--- src/hdl/bfag_cfg.svh ---
// Constants for the boot flash access guard.
// Assumes word addresses into program flash, fuse and lock bits active low.
`ifndef BFAG_CFG_SVH
`define BFAG_CFG_SVH
`define BFAG_AW            15
`define BFAG_FLASH_WORDS   16'h4000
`define BFAG_HALT_START    15'h3800
`define BFAG_APP_RESET     15'h0000
`define BFAG_LOCK_RESET    6'h3F
`define BFAG_CMD_WINDOW    3'h4
`define BFAG_ERASE_NS      4000000
`define BFAG_CLK_MHZ       40
`define BFAG_ERASE_CYC     ((`BFAG_ERASE_NS * `BFAG_CLK_MHZ) / 1000)
`define BFAG_CNT_W         24
`define BFAG_REG_CTRL      4'h0
`define BFAG_REG_LOCK      4'h4
`define BFAG_REG_FUSE      4'h8
`define BFAG_REG_FETCH     4'hC
`define BFAG_CTRL_EN       0
`define BFAG_CTRL_ERASE    1
`define BFAG_CTRL_WRITE    2
`define BFAG_CTRL_LOCKSET  3
`define BFAG_CTRL_RDEN     4
`define BFAG_CTRL_BUSY     6
`define BFAG_LK_APP_WR     0
`define BFAG_LK_APP_RD     1
`define BFAG_LK_LDR_WR     2
`define BFAG_LK_LDR_RD     3
`endif

--- src/hdl/bfag_pkg.sv ---
// Types for the boot flash access guard.
// Assumes bfag_cfg.svh is reachable on the include path.
package bfag_pkg;
  typedef enum logic [1:0] {
    BFAG_IDLE  = 2'h0,
    BFAG_ARMED = 2'h1,
    BFAG_PROG  = 2'h3,
    BFAG_DONE  = 2'h2
  } bfag_state_e;
  typedef logic [14:0] bfag_addr_t;
endpackage

--- src/hdl/bfag_guard.sv ---
// Boot flash access guard with Avalon-MM register slave.
// Assumes fuses and lock pins come from slow non-volatile logic, synchronised here.
// Operation
// - Store-program fetched from application section never starts programming.
// - Loader code may store-program any address, limited only by locks.
// - Loader boundary follows size fuses; each section has its own lock pair.
// - Concurrent-section programming leaves halting-section fetches allowed.
// - Halting-section programming stalls the core for the whole operation.
// - Concurrent or halting chosen by programmed address, not fetch address.
// - Loader section lies wholly inside halting section.
// - Busy flag reads one while concurrent section is blocked.
// - Reset vector is 0x0000 with fuse at 1, loader start with 0.
// - Core has no path to change fuses.
// - Locks only get programmed; only chip erase returns them to one.
// - General write lock does not block store-program.
// - General read/write lock does not block load or store program.
// - Application locks both one: no restriction on application section.
// - Application write lock zero refuses stores into application section.
// - Application read lock zero blocks loader reads of application; masks interrupts.
// - Loader locks both one: no restriction on loader section.
// - Loader write lock zero refuses stores into loader section.
// - Loader read lock zero blocks application reads of loader; masks interrupts.
// - Writing concurrent read enable clears busy and unblocks reads.
// - Lock-set command programs each lock whose data bit is zero.
//
// Decided for this implementation: the register offsets and register access over Avalon-MM.
`timescale 1ns/100ps
`include "bfag_cfg.svh"
module bfag_guard
  import bfag_pkg::*;
#(
  parameter int          AW        = `BFAG_AW,
  parameter logic [23:0] ERASE_CYC = 24'(`BFAG_ERASE_CYC)
) (
  input  wire logic          clk,
  input  wire logic          arst_n,
  input  wire logic          clk_en,
  input  wire logic [3:0]    avs_address,
  input  wire logic          avs_read,
  input  wire logic          avs_write,
  input  wire logic [31:0]   avs_writedata,
  input  wire logic [3:0]    avs_byteenable,
  output logic [31:0]        avs_readdata,
  output logic               avs_waitrequest,
  input  wire logic [1:0]    loader_size_fuses,
  input  wire logic          reset_to_loader_fuse,
  input  wire logic [5:0]    lock_bits_in,
  input  wire logic          chip_erase,
  input  wire logic          ivec_in_loader,
  input  wire logic          store_program_instr,
  input  wire logic [AW-1:0] store_addr,
  input  wire logic [7:0]    store_data,
  input  wire logic [AW-1:0] pc_addr,
  input  wire logic          lpm_req,
  input  wire logic [AW-1:0] lpm_addr,
  output logic               lpm_allow,
  output logic               flash_prog_start,
  output logic               flash_prog_erase,
  output logic [AW-1:0]      flash_prog_addr,
  input  wire logic          flash_prog_done,
  output logic               core_stall,
  output logic               concurrent_section_busy,
  output logic               irq_mask,
  output logic [AW-1:0]      reset_vector,
  output logic [5:0]         lock_state
);
  ////////////////////////////////////////////////////////////////////////////
  // State
  typedef struct packed {
    logic [1:0]    sz_s1;
    logic [1:0]    sz_s2;
    logic          rst_s1;
    logic          rst_s2;
    logic [5:0]    lk_s1;
    logic [5:0]    lk_s2;
    logic          ce_s1;
    logic          ce_s2;
    logic          captured;
    logic [1:0]    fill;
    logic [1:0]    size;
    logic          rst_fuse;
    logic [5:0]    lock;
    logic [3:0]    cmd;
    logic [2:0]    win;
    bfag_state_e   st;
    logic          halt_op;
    logic          busy;
    logic [23:0]   cnt;
    logic          start;
    logic          erase;
    logic [AW-1:0] paddr;
    logic          lpm_ok;
    logic [31:0]   rdata;
    logic          ack;
  } bfag_state_s;

  bfag_state_s s_q;
  bfag_state_s s_d;

  logic [AW-1:0] loader_start;
  logic [AW-1:0] halt_start;
  logic          store_in_ldr;
  logic          store_in_halt;
  logic          pc_in_ldr;
  logic          pc_in_halt;
  logic          lpm_in_ldr;
  logic          lpm_in_halt;
  logic          allow_wr;

  ////////////////////////////////////////////////////////////////////////////
  // Section decode
  always_comb begin
    // Loader size: 256, 512, 1024 or 2048 words below the top
    case (s_q.size)
      2'h3:    loader_start = AW'(16'h4000 - 16'h0100);
      2'h2:    loader_start = AW'(16'h4000 - 16'h0200);
      2'h1:    loader_start = AW'(16'h4000 - 16'h0400);
      default: loader_start = AW'(16'h4000 - 16'h0800);
    endcase
  end
  assign halt_start = AW'(`BFAG_HALT_START);

  bfag_section_decode #(.AW(AW)) u_dec_store (
    .addr         (store_addr),
    .loader_start (loader_start),
    .halt_start   (halt_start),
    .in_loader    (store_in_ldr),
    .in_halting   (store_in_halt)
  );
  bfag_section_decode #(.AW(AW)) u_dec_pc (
    .addr         (pc_addr),
    .loader_start (loader_start),
    .halt_start   (halt_start),
    .in_loader    (pc_in_ldr),
    .in_halting   (pc_in_halt)
  );
  bfag_section_decode #(.AW(AW)) u_dec_lpm (
    .addr         (lpm_addr),
    .loader_start (loader_start),
    .halt_start   (halt_start),
    .in_loader    (lpm_in_ldr),
    .in_halting   (lpm_in_halt)
  );

  // Write permission per target section; general lock modes play no part
  assign allow_wr = store_in_ldr ? s_q.lock[`BFAG_LK_LDR_WR]
                               : s_q.lock[`BFAG_LK_APP_WR];

  ////////////////////////////////////////////////////////////////////////////
  // Next state
  always_comb begin
    s_d       = s_q;
    s_d.start = 1'b0;
    s_d.ack   = 1'b0;
    // Pin synchronisers
    s_d.sz_s1  = loader_size_fuses;
    s_d.sz_s2  = s_q.sz_s1;
    s_d.rst_s1 = reset_to_loader_fuse;
    s_d.rst_s2 = s_q.rst_s1;
    s_d.lk_s1  = lock_bits_in;
    s_d.lk_s2  = s_q.lk_s1;
    s_d.ce_s1  = chip_erase;
    s_d.ce_s2  = s_q.ce_s1;
    // Capture once the synchronisers hold pin values; no bus path writes fuses
    s_d.fill = {s_q.fill[0], 1'b1};
    if (!s_q.captured) begin
      if (s_q.fill[1]) begin
        s_d.captured = 1'b1;
        s_d.size     = s_q.sz_s2;
        s_d.rst_fuse = s_q.rst_s2;
        s_d.lock     = s_q.lk_s2;
      end
    end else if (s_q.ce_s2) begin
      s_d.lock = 6'(`BFAG_LOCK_RESET);
    end
    // Command window
    if (s_q.win != 3'h0) begin
      s_d.win = s_q.win - 3'h1;
    end
    if (s_q.st == BFAG_ARMED && s_q.win == 3'h0) begin
      s_d.st  = BFAG_IDLE;
      s_d.cmd = 4'h0;
    end
    // Register slave, one wait state
    if ((avs_read || avs_write) && !s_q.ack) begin
      s_d.ack = 1'b1;
      if (avs_read) begin
        case (avs_address)
          `BFAG_REG_CTRL:  s_d.rdata = {25'h0, s_q.busy, 2'h0, s_q.cmd};
          `BFAG_REG_LOCK:  s_d.rdata = {26'h0, s_q.lock};
          `BFAG_REG_FUSE:  s_d.rdata = {29'h0, s_q.rst_fuse, s_q.size};
          `BFAG_REG_FETCH: s_d.rdata = {17'h0, 15'(loader_start)};
          default:         s_d.rdata = 32'h0;
        endcase
      end
    end
    // Writes land on the edge where waitrequest is sampled low
    if (avs_write && s_q.ack && avs_address == `BFAG_REG_CTRL && avs_byteenable[0] && s_q.st != BFAG_PROG) begin
      if (avs_writedata[`BFAG_CTRL_RDEN] && avs_writedata[`BFAG_CTRL_EN]) begin
        s_d.busy = 1'b0;
      end else if (avs_writedata[`BFAG_CTRL_EN]) begin
        s_d.cmd = avs_writedata[3:0];
        s_d.st  = BFAG_ARMED;
        s_d.win = 3'(`BFAG_CMD_WINDOW);
      end
    end
    // Store-program trigger
    case (s_q.st)
      BFAG_IDLE: begin
      end
      BFAG_ARMED: begin
        if (store_program_instr && s_q.win != 3'h0) begin
          s_d.st  = BFAG_IDLE;
          s_d.cmd = 4'h0;
          if (pc_in_ldr) begin
            if (s_q.cmd[`BFAG_CTRL_LOCKSET]) begin
              s_d.lock = s_q.lock & store_data[5:0];
            end else if ((s_q.cmd[`BFAG_CTRL_ERASE] || s_q.cmd[`BFAG_CTRL_WRITE]) && allow_wr) begin
              s_d.st      = BFAG_PROG;
              s_d.start   = 1'b1;
              s_d.erase   = s_q.cmd[`BFAG_CTRL_ERASE];
              s_d.paddr   = store_addr;
              s_d.halt_op = store_in_halt;
              s_d.busy    = !store_in_halt | s_d.busy;
              s_d.cnt     = ERASE_CYC;
            end
          end
        end
      end
      BFAG_PROG: begin
        if (s_q.cnt != 24'h0) begin
          s_d.cnt = s_q.cnt - 24'h1;
        end
        if (flash_prog_done || s_q.cnt == 24'h0) begin
          s_d.st = BFAG_DONE;
        end
      end
      BFAG_DONE: begin
        s_d.st      = BFAG_IDLE;
        s_d.halt_op = 1'b0;
      end
      default: s_d.st = BFAG_IDLE;
    endcase
    // Load-program permission
    if (lpm_in_ldr) begin
      s_d.lpm_ok = pc_in_ldr | s_q.lock[`BFAG_LK_LDR_RD];
    end else begin
      s_d.lpm_ok = (!pc_in_ldr | s_q.lock[`BFAG_LK_APP_RD])
                   & !(s_q.busy && !lpm_in_halt);
    end
    if (!lpm_req) begin
      s_d.lpm_ok = 1'b0;
    end
  end

  ////////////////////////////////////////////////////////////////////////////
  // Registers
  always_ff @(posedge clk or negedge arst_n) begin
    if (!arst_n) begin
      s_q          <= '0;
      s_q.size     <= 2'h0;
      s_q.rst_fuse <= 1'b1;
      s_q.lock     <= 6'(`BFAG_LOCK_RESET);
      s_q.st       <= BFAG_IDLE;
    end else if (clk_en) begin
      s_q <= s_d;
    end
  end

  ////////////////////////////////////////////////////////////////////////////
  // Outputs
  assign avs_readdata            = s_q.rdata;
  assign avs_waitrequest         = (avs_read || avs_write) && !s_q.ack;
  assign flash_prog_start        = s_q.start;
  assign flash_prog_erase        = s_q.erase;
  assign flash_prog_addr         = s_q.paddr;
  assign core_stall              = s_q.st == BFAG_PROG && s_q.halt_op;
  assign concurrent_section_busy = s_q.busy;
  assign lpm_allow               = s_q.lpm_ok;
  assign lock_state              = s_q.lock;
  assign reset_vector            = s_q.rst_fuse ? AW'(`BFAG_APP_RESET) : loader_start;
  assign irq_mask = ( ivec_in_loader && !pc_in_ldr && !s_q.lock[`BFAG_LK_APP_RD]) ||
                    (!ivec_in_loader &&  pc_in_ldr && !s_q.lock[`BFAG_LK_LDR_RD]);

  ////////////////////////////////////////////////////////////////////////////
  // Checks
  chk_stall_halting: assert property (@(posedge clk) disable iff (!arst_n)
    $rose(s_q.start) && s_q.halt_op |-> core_stall)
    else $error("halting program did not stall");
  chk_concurrent_nostall: assert property (@(posedge clk) disable iff (!arst_n)
    s_q.start && !s_q.halt_op |-> !core_stall && concurrent_section_busy)
    else $error("concurrent program stalled or not busy");
  chk_app_no_start: assert property (@(posedge clk) disable iff (!arst_n)
    clk_en && store_program_instr && !pc_in_ldr |=> !flash_prog_start)
    else $error("application code started programming");
  chk_app_wr_lock: assert property (@(posedge clk) disable iff (!arst_n)
    clk_en && !store_in_ldr && !s_q.lock[`BFAG_LK_APP_WR] |=> !flash_prog_start)
    else $error("locked application write started");
  chk_ldr_wr_lock: assert property (@(posedge clk) disable iff (!arst_n)
    clk_en && store_in_ldr && !s_q.lock[`BFAG_LK_LDR_WR] |=> !flash_prog_start)
    else $error("locked loader write started");
  chk_lock_no_clear: assert property (@(posedge clk) disable iff (!arst_n)
    s_q.captured && !s_q.ce_s2 |=> (lock_state & ~$past(lock_state)) == 6'h0)
    else $error("lock bit returned to one without erase");
  chk_busy_clear: assert property (@(posedge clk) disable iff (!arst_n)
    clk_en && s_q.ack && avs_write && avs_address == 4'h0 && avs_writedata[4] && avs_writedata[0]
      && s_q.st != BFAG_PROG && s_q.st != BFAG_ARMED |=> !concurrent_section_busy)
    else $error("busy not cleared by read enable");
  chk_reset_vector: assert property (@(posedge clk) disable iff (!arst_n)
    s_q.rst_fuse |-> reset_vector == 15'h0000)
    else $error("reset vector wrong");
  chk_ldr_read_lock: assert property (@(posedge clk) disable iff (!arst_n)
    clk_en && lpm_req && lpm_in_ldr && !pc_in_ldr && !s_q.lock[`BFAG_LK_LDR_RD] |=> !lpm_allow)
    else $error("locked loader read allowed");
  chk_window_expiry: assert property (@(posedge clk) disable iff (!arst_n)
    clk_en && s_q.st == BFAG_ARMED && s_q.win == 3'h0 |=> !flash_prog_start)
    else $error("store accepted after command window");
  chk_refused_quiet: assert property (@(posedge clk) disable iff (!arst_n)
    clk_en && store_program_instr && s_q.st == BFAG_ARMED && !allow_wr |=> !flash_prog_start && !core_stall)
    else $error("refused store started or stalled");
  chk_stall_hold: assert property (@(posedge clk) disable iff (!arst_n)
    clk_en && core_stall && !flash_prog_done && s_q.cnt != 24'h0 |=> core_stall)
    else $error("stall dropped before operation end");
  chk_lpm_busy_block: assert property (@(posedge clk) disable iff (!arst_n)
    clk_en && lpm_req && concurrent_section_busy && !lpm_in_halt |=> !lpm_allow)
    else $error("concurrent read allowed while busy");
  chk_fuse_hold: assert property (@(posedge clk) disable iff (!arst_n)
    s_q.captured |=> $stable(s_q.size) && $stable(s_q.rst_fuse))
    else $error("captured fuses changed");
  chk_loader_vector: assert property (@(posedge clk) disable iff (!arst_n)
    !s_q.rst_fuse |-> reset_vector == loader_start)
    else $error("loader reset vector wrong");
  cov_halting_prog: cover property (@(posedge clk) disable iff (!arst_n) core_stall ##1 !core_stall);
  cov_concurrent_prog: cover property (@(posedge clk) disable iff (!arst_n) $rose(concurrent_section_busy));
  cov_lock_set: cover property (@(posedge clk) disable iff (!arst_n) s_q.captured && $changed(lock_state));
  cov_window_expiry: cover property (@(posedge clk) disable iff (!arst_n) s_q.st == BFAG_ARMED && s_q.win == 3'h0);
  cov_lock_erase: cover property (@(posedge clk) disable iff (!arst_n) s_q.ce_s2 && lock_state != 6'h3F);
endmodule

--- src/hdl/bfag_section_decode.sv ---
// Section decode of one flash word address.
// Assumes the boundary inputs are stable between resets.
`timescale 1ns/100ps
module bfag_section_decode
  import bfag_pkg::*;
#(
  parameter int AW = 15
) (
  input  wire logic [AW-1:0] addr,
  input  wire logic [AW-1:0] loader_start,
  input  wire logic [AW-1:0] halt_start,
  output logic               in_loader,
  output logic               in_halting
);
  // Loader section from boundary to top; halting section is the top fixed part
  assign in_loader  = (addr >= loader_start);
  assign in_halting = (addr >= halt_start);
endmodule

--- config.mk ---
export PLATFORM = sky130hd
export DESIGN_NAME = bfag_guard
export DESIGN_NICKNAME = d
export VERILOG_FILES = /design/src/hdl/bfag_pkg.sv /design/src/hdl/bfag_guard.sv /design/src/hdl/bfag_section_decode.sv
export VERILOG_INCLUDE_DIRS = /design/src /design/src/hdl
export SDC_FILE = /design/constraint.sdc
export NUM_CORES = 1
export LEC_CHECK = 0
export BUFFER_PORTS_ARGS = -buffer_cell sky130_fd_sc_hd__buf_2
export CAP_MARGIN = 20
export CORE_ASPECT_RATIO = 0.8
export CORE_MARGIN = 2
export CORE_UTILIZATION = 30
export CTS_CLUSTER_SIZE = 28
export DETAILED_ROUTE_END_ITERATION = 8
export PLACE_DENSITY_LB_ADDON = 0.1
export SLEW_MARGIN = 25
export SYNTH_ARGS = -nofsm -noshare
export SYNTH_HDL_FRONTEND = slang
export SYNTH_SLANG_ARGS = --single-unit
--- constraint.sdc ---
create_clock -name clk -period 3.9 [get_ports clk]
set_input_delay 0.78 -clock clk [delete_from_list [all_inputs] [get_ports clk]]
set_output_delay 0.78 -clock clk [all_outputs]
set_load 0.03 [all_outputs]
==> run summary, run 1 <==
Run status: complete, no violations
Total CTS buffers: 9
Global-route wire length before repair: 21300 µm
Reg power frac: 0.465
Largest net degree at the start of global routing: 98
Share of the synthesized area in the top cell type: 0.421
Total GRT Usage: 0.144
Worst Setup End Kind: primary output
Routed wire length per instance: 15.7 µm
Post-cts sizing count: 0
CP max-delay cell: dfrtp_1
# rows: 43
H-tree Lvls: 3
Detail Route Antenna Nets: 0
CTS Root Buffer Type: clkbuf_16
Clock-pin slew on the worst setup and hold paths: 70 ps
Syn Std Cell Area: 0.00536 mm²
Clock skew: 8.51 ps
Power density over the cells: 389 mW/mm²
Starting DRT DRC Count: 263
Ys Warns: 0
Antenna diode count: 0
R2R depth: 7
Switching part of the total power: 0.305
Height of the chip: 124 µm
Placeable core area: 0.0174 mm²
Startpoint Class: flop
Area Growth Syn to Fin: 15.0%
Sw Pwr: 0.730 mW
Overall routed net length: 13500 µm
Slew @ Worst Pin: 646 ps
DIE AREA: 0.0189 mm²
Chip width: 153 µm
Number of synthesized register bits: 97
Asr flop ratio synth: 1.00
Minimum clock period: 3520 ps
Max Freq: 0.284 GHz
CP Cell Sequence: nor2_1, ha_1, a21o_1, a21oi_1, o21a_1, nand3_1, o31ai_1, buf_2
Mapped Cells: 545
Worst r2r src: s_q[94]$_DFFE_PN0P_
CP peak stage delay: 440 ps
Register area share after synthesis: 0.455
Drt drc: 0
DR vias/cell: 4.77
Buffers added on ports: 126
CTS sink count: 97
Setup TNS: 0 ps
Largest delay share family, worst path: compound AO/OA/AOI/OAI gates
Unrepaired setup endpoints after global routing: false
Final instance area: 0.00616 mm²
Yosys cell types: 59
Total leakage power: 3.00 nW
Layout net count: 758
R2R Path End: s_q[59]$_DFFE_PN0P_
Worst path required time: 3120 ps
Max Cap Viol: 0
Crit path kind: reg2out
Layout cells sized above 1: 0.339
Clock share of power: 0.354
# setup viols final: 0
Clk_lat worst skew: 350 ps
Relative slew slack: 0.565
Final period util: 0.902
DP HPWL: 10000 µm
Via Count: 4115
Post-cts hold buffer count: 0
Largest cells by area after synthesis: dfrtp_1 42%, buf_4 9.4%, mux2_2 9.0%
Internal power: 1.67 mW
Clock Path Buffers: 2
Num ports: 187
Crit path DAT: 2740 ps
Hold Path Class: in2async
CTS tree: yes
VDD IR max: 0.000189 V
Setup ws final: 382 ps
Bufs and invs on worst path: 1
Cell taking the most area after synthesis: dfrtp_1
Starting density of the core: 0.307
Number of flops mapped to enable cells by yosys: 0
Fin. Hold Viols: 0
Final Max Tran Viols: 0
Syn_area_per_cell: 9.83 µm²
Setup WS pre-CTS: 551 ps
Max Fanout on Critical Path: 6
Pre-Repair DR Iteration Count: 4
Fillers: 1828
Predominant post-synthesis flop cell: dfrtp_1
Grt ovf: 0
Dpl cell area: 0.00588 mm²
Post CTS Setup Buffer Count: 0
Initial antenna violation count: 0
Combinational share of power: 0.182
Number of global-route vias before repair: 3891
Placer Congestion: 0.770
FF-to-FF setup slack: 810 ps
power by group through the flow:
stage               Combinational [mW]  Clock, mW  Sequential, mW
floorplan                        0.334          0            1.12
global placement                 0.434          0            1.13
detailed placement               0.442          0            1.13
CTS                              0.443      0.877            1.11
global route                     0.488      0.928            1.12
finish                           0.436      0.847            1.11
worst max-delay path by stage:
stage	from	endpoint	slack [ps]	cells after the start
final	s_q[94]$_DFFE_PN0P_	irq_mask	380	8
after global routing	s_q[94]$_DFFE_PN0P_	irq_mask	150	8
after CTS	s_q[94]$_DFFE_PN0P_	irq_mask	330	8
after detailed placement	store_addr[0]	s_q[59]$_DFFE_PN0P_	550	7
after global placement	store_addr[0]	s_q[59]$_DFFE_PN0P_	570	7
after floorplan	pc_addr[8]	irq_mask	720	6
cell usage after synthesis (12+ instances only):
cell type and instances:
a21oi_1 21, dfrtp_1 90, nor2_1 45, a31oi_1 21, mux2_2 43, ha_1 13
clkbuf_1 16, nor3_1 12, nand2_1 47, inv_1 25, o21ai_0 27, buf_4 67
o22ai_1 13
per-layer routing:
metal	up-vias	global-route usage	part of all wire
met5	-	0	0
met4	0	0.0344	0.0097
met3	9	0.0445	0.059
met2	107	0.214	0.44
met1	1985	0.205	0.50
li1	2014	-	-
worst register-to-register path, stage by stage (launching register included):
cell	delay (ps)
dfrtp_1	440
nor2_1	400
ha_1	340
o21a_1	160
o41a_1	450
a2111oi_4	370
or2_0	440
mux2_2	390
state kept, by name, indices dropped and copies added (netlist names):
signal / count
concurrent_section_busy: 1
flash_prog_start: 1
lock_state: 6
lpm_allow: 1
s_q: 50
flash_prog_erase: 1
s_d: 11
flash_prog_addr: 15
avs_readdata: 11
per-stage QoR:
stage          utilization  hold slack, ps  power, mW  std cells
2_1_floorplan            -             431       1.46        572
3_3_place_gp         0.337             444       1.56        847
3_5_place_dp         0.337             458       1.57        847
4_1_cts              0.353             478       2.43        863
5_1_grt              0.353             498       2.54        863
6_report             0.353             435       2.40        863
area by class of cell:
type / count / area (µm²) / area share
tap: 225 / 282 / 0.0457
multi-input combinational: 365 / 2350 / 0.382
inverter: 25 / 93.8 / 0.0152
clock buffer: 9 / 225 / 0.0366
clock inverter: 7 / 53.8 / 0.00874
timing repair buffer: 135 / 713 / 0.116
sequential: 97 / 2440 / 0.396
cells by family after synthesis:
group / Yosys count / synth area share
AO/OA/AOI/OAI: 118 / 0.143
flip-flops: 97 / 0.455
multiplexers: 47 / 0.0979
AND/OR/NAND/NOR: 155 / 0.142
adder cells (fa/ha/maj): 13 / 0.0304
buffers and inverters: 110 / 0.125
XOR/XNOR: 4 / 0.00654
other: 1 / 0.000700
cell usage in the layout, fill, tap and decap left out, drive strengths merged, types with 5 or more instances in the layout:
cell    netlist  final
nand2        47     47
nand3         6      6
a21o          5      5
buf          69    135
clkbuf       16      9
dfstp         7      7
or4           6      6
nor4          5      5
nor3         12     12
o22ai        13     13
dfrtp        90     90
o21ai        28     28
conb          1     28
nor2         46     46
ha           13     13
a21oi        21     21
mux2         43     43
or3          10     10
inv          25     27
a22o          6      6
or2           5      5
a31oi        21     21
Note: power is estimated with default switching activity, not from simulation.
==> inputs of run 2 (changes only) <==
--- a/config.mk
+++ b/config.mk
@@ -8,7 +8,6 @@
 export LEC_CHECK = 0
 export BUFFER_PORTS_ARGS = -buffer_cell sky130_fd_sc_hd__buf_2
 export CAP_MARGIN = 20
-export CORE_ASPECT_RATIO = 0.8
 export CORE_MARGIN = 2
 export CORE_UTILIZATION = 30
 export CTS_CLUSTER_SIZE = 28
==> run 2 against run 1 <==
Effect of this change:
- global-route usage grew 0.55 points
- die area is essentially flat
- non-clock buffer count stayed put
- sequential share of layout area is 0.14 points lower
- power rose by 2.5%
- register-to-register slack improved by 20 ps
- clock-buffer cell count increased by 2
- cell count did not move
- largest cell class unchanged
- highest routed layer unchanged
==> run summary, run 2 (same netlist as run 1, synthesis figures left out) <==
Commonest non-fill, non-tap cell in the layout: buf_2 (unchanged)
DR vias/cell: 4.81 (was 4.77)
# placed instances: 847 (unchanged)
Util after Layout: 0.356 (was 0.353)
Routed wire length per instance: 15.9 µm (was 15.7 µm)
DIE AREA: 0.0189 mm² (about the same)
CTS Root Buffer Type: clkbuf_16 (unchanged)
# rows: 48 (was 43)
CP peak stage delay: 410 ps (was 440 ps)
Slew @ Worst Pin: 722 ps (was 646 ps)
Unrepaired setup endpoints after global routing: false (unchanged)
Reg with most FFs: s_q (unchanged)
CP max-delay cell: dfrtp_1 (unchanged)
Starting DRT DRC Count: 325 (was 263)
Switching part of the total power: 0.295 (was 0.305)
Worst hold slack: 453 ps (was 435 ps)
Non-filler instance count after layout: 863 (unchanged)
Global-route wire length before repair: 21500 µm (was 21300 µm)
Initial antenna violation count: 0 (unchanged)
Chip width: 138 µm (was 153 µm)
Setup TNS: 0 ps (unchanged)
Height of the chip: 138 µm (was 124 µm)
Final period util: 0.864 (was 0.902)
Max Fanout on Critical Path: 6 (unchanged)
VDD IR max: 0.000238 V (was 0.000189 V)
H-tree Lvls: 3 (unchanged)
Drt drc: 0 (unchanged)
Bufs and invs on worst path: 1 (unchanged)
CP Cell Sequence: nor2_1, ha_1, a21o_1, a21oi_1, o21a_1, nand3_1, o31ai_1, buf_2 (unchanged)
Power density over the cells: 397 mW/mm² (was 389 mW/mm²)
Internal power: 1.73 mW (was 1.67 mW)
Starting density of the core: 0.309 (was 0.307)
Clock skew: 11.7 ps (was 8.51 ps)
Total power: 2.46 mW (was 2.40 mW)
Max Cap Viol: 0 (unchanged)
Layout cells sized above 1: 0.335 (was 0.339)
Fin. Hold Viols: 0 (unchanged)
Via Count: 4150 (was 4115)
Final Max Tran Viols: 0 (unchanged)
R2R depth: 10 (was 7)
Post-cts hold buffer count: 0 (unchanged)
Placer Congestion: 0.761 (was 0.770)
Startpoint Class: flop (unchanged)
Max Freq: 0.297 GHz (was 0.284 GHz)
Clock Path Buffers: 2 (unchanged)
Run status: complete, no violations (unchanged)
Largest net degree at the start of global routing: 76 (was 98)
# setup viols final: 0 (unchanged)
Pre-Repair DR Iteration Count: 5 (was 4)
Placeable core area: 0.0174 mm² (about the same)
Worst path required time: 3120 ps (about the same)
Fillers: 1778 (was 1828)
Num ports: 187 (unchanged)
CTS sink count: 97 (unchanged)
Number of global-route vias before repair: 3975 (was 3891)
Relative slew slack: 0.519 (was 0.565)
Detail Route Antenna Nets: 0 (unchanged)
CTS tree: yes (unchanged)
Crit path kind: reg2out (unchanged)
Overall routed net length: 13700 µm (was 13500 µm)
Worst Setup End Kind: primary output (unchanged)
Clock share of power: 0.371 (was 0.354)
Sw Pwr: 0.725 mW (was 0.730 mW)
Buffers added on ports: 126 (unchanged)
Clock-pin slew on the worst setup and hold paths: 70 ps (about the same)
Area Growth Syn to Fin: 15.4% (was 15.0%)
Post CTS Setup Buffer Count: 0 (unchanged)
Crit path DAT: 2590 ps (was 2740 ps)
Largest delay share family, worst path: compound AO/OA/AOI/OAI gates (unchanged)
Reg power frac: 0.454 (was 0.465)
Post-cts sizing count: 0 (unchanged)
Combinational share of power: 0.175 (was 0.182)
Max reg flops: 50 (unchanged)
Minimum clock period: 3370 ps (was 3520 ps)
Grt ovf: 0 (unchanged)
Clk_lat worst skew: 360 ps (was 350 ps)
Most frequent cells in the layout: 125 x buf_2, 90 x dfrtp_1, 47 x nand2_1 (unchanged)
Total CTS buffers: 9 (unchanged)
Layout net count: 758 (unchanged)
CP Depth: 8 (unchanged)
Total GRT Usage: 0.149 (was 0.144)
Antenna diode count: 0 (unchanged)
Total leakage power: 3.01 nW (was 3.00 nW)
DP HPWL: 10200 µm (was 10000 µm)
Hold Path Class: in2async (unchanged)
[run 2: changes by cell type in the layout (fill, tap and decap cells not counted)]
cell / before / now
buf_6: 0 / 1
clkinv_2: 1 / 0
clkbuf_1: 0 / 2
buf_4: 9 / 8
bufinv_16: 0 / 1
clkinvlp_4: 3 / 1
[run 2: area by class of cell]
| class | instances | area, µm² | share of cell area |
|---|---|---|---|
| timing repair buffer | 135 | 717 | 0.116 |
| clock inverter | 5 | 63.8 | 0.0103 |
| inverter | 25 | 93.8 | 0.0152 |
| sequential | 97 | 2440 | 0.394 |
| multi-input combinational | 365 | 2350 | 0.381 |
| clock buffer | 11 | 233 | 0.0377 |
| tap | 225 | 282 | 0.0456 |
[run 2: path summary, 6_finish.rpt]
kind	end	slack (ps)	start
setup / recovery	irq_mask	530	s_q[93]$_DFFE_PN0P_
hold / removal	s_d[105]$_DFFE_PN0P_	450	arst_n
setup reg to reg	s_q[71]$_DFFE_PN0P_	830	s_q[93]$_DFFE_PN0P_
hold reg to reg	s_d[96]$_DFFE_PN0P_	460	s_d[96]$_DFFE_PN0P_
max in group asynchronous	s_q[92]$_DFFE_PN1P_	2720	arst_n
min in group clk	s_d[96]$_DFFE_PN0P_	460	s_d[96]$_DFFE_PN0P_
[run 2: layer usage]
metal | vias up | share of wire | wire (µm) | GRT usage
met4 | 0 | 0.0077 | 106 | 0.0447
met1 | 2001 | 0.47 | 6450 | 0.202
met2 | 125 | 0.47 | 6420 | 0.240
li1 | 2016 | - | - | -
met3 | 8 | 0.055 | 759 | 0.0305
met5 | - | 0 | 0 | 0
[run 2: metrics by stage]
step / cell area (µm²) / worst slack (ps)
floorplan: 5460 / 717
global placement: 5880 / 513
detailed placement: 5880 / 524
CTS: 6170 / 450
global route: 6180 / 347
finish: 6180 / 532
[run 2: worst reg2reg max path, stage by stage, from the launching register on]
cell and delay (ps):
dfrtp_1 410, nor2_1 380, ha_1 330, nand4b_1 120, nor3_1 80, o41a_1 380, a2111oi_4 440, buf_12 250
or2_0 200, buf_4 240, a31oi_1 120
[run 2: power groups by stage]
stage / registers (mW) / logic [mW] / clock network (mW)
2_1_floorplan: 1.12 / 0.334 / 0
3_3_place_gp: 1.13 / 0.430 / 0
3_5_place_dp: 1.13 / 0.435 / 0
4_1_cts: 1.12 / 0.437 / 0.941
5_1_grt: 1.12 / 0.484 / 0.975
6_report: 1.11 / 0.430 / 0.911
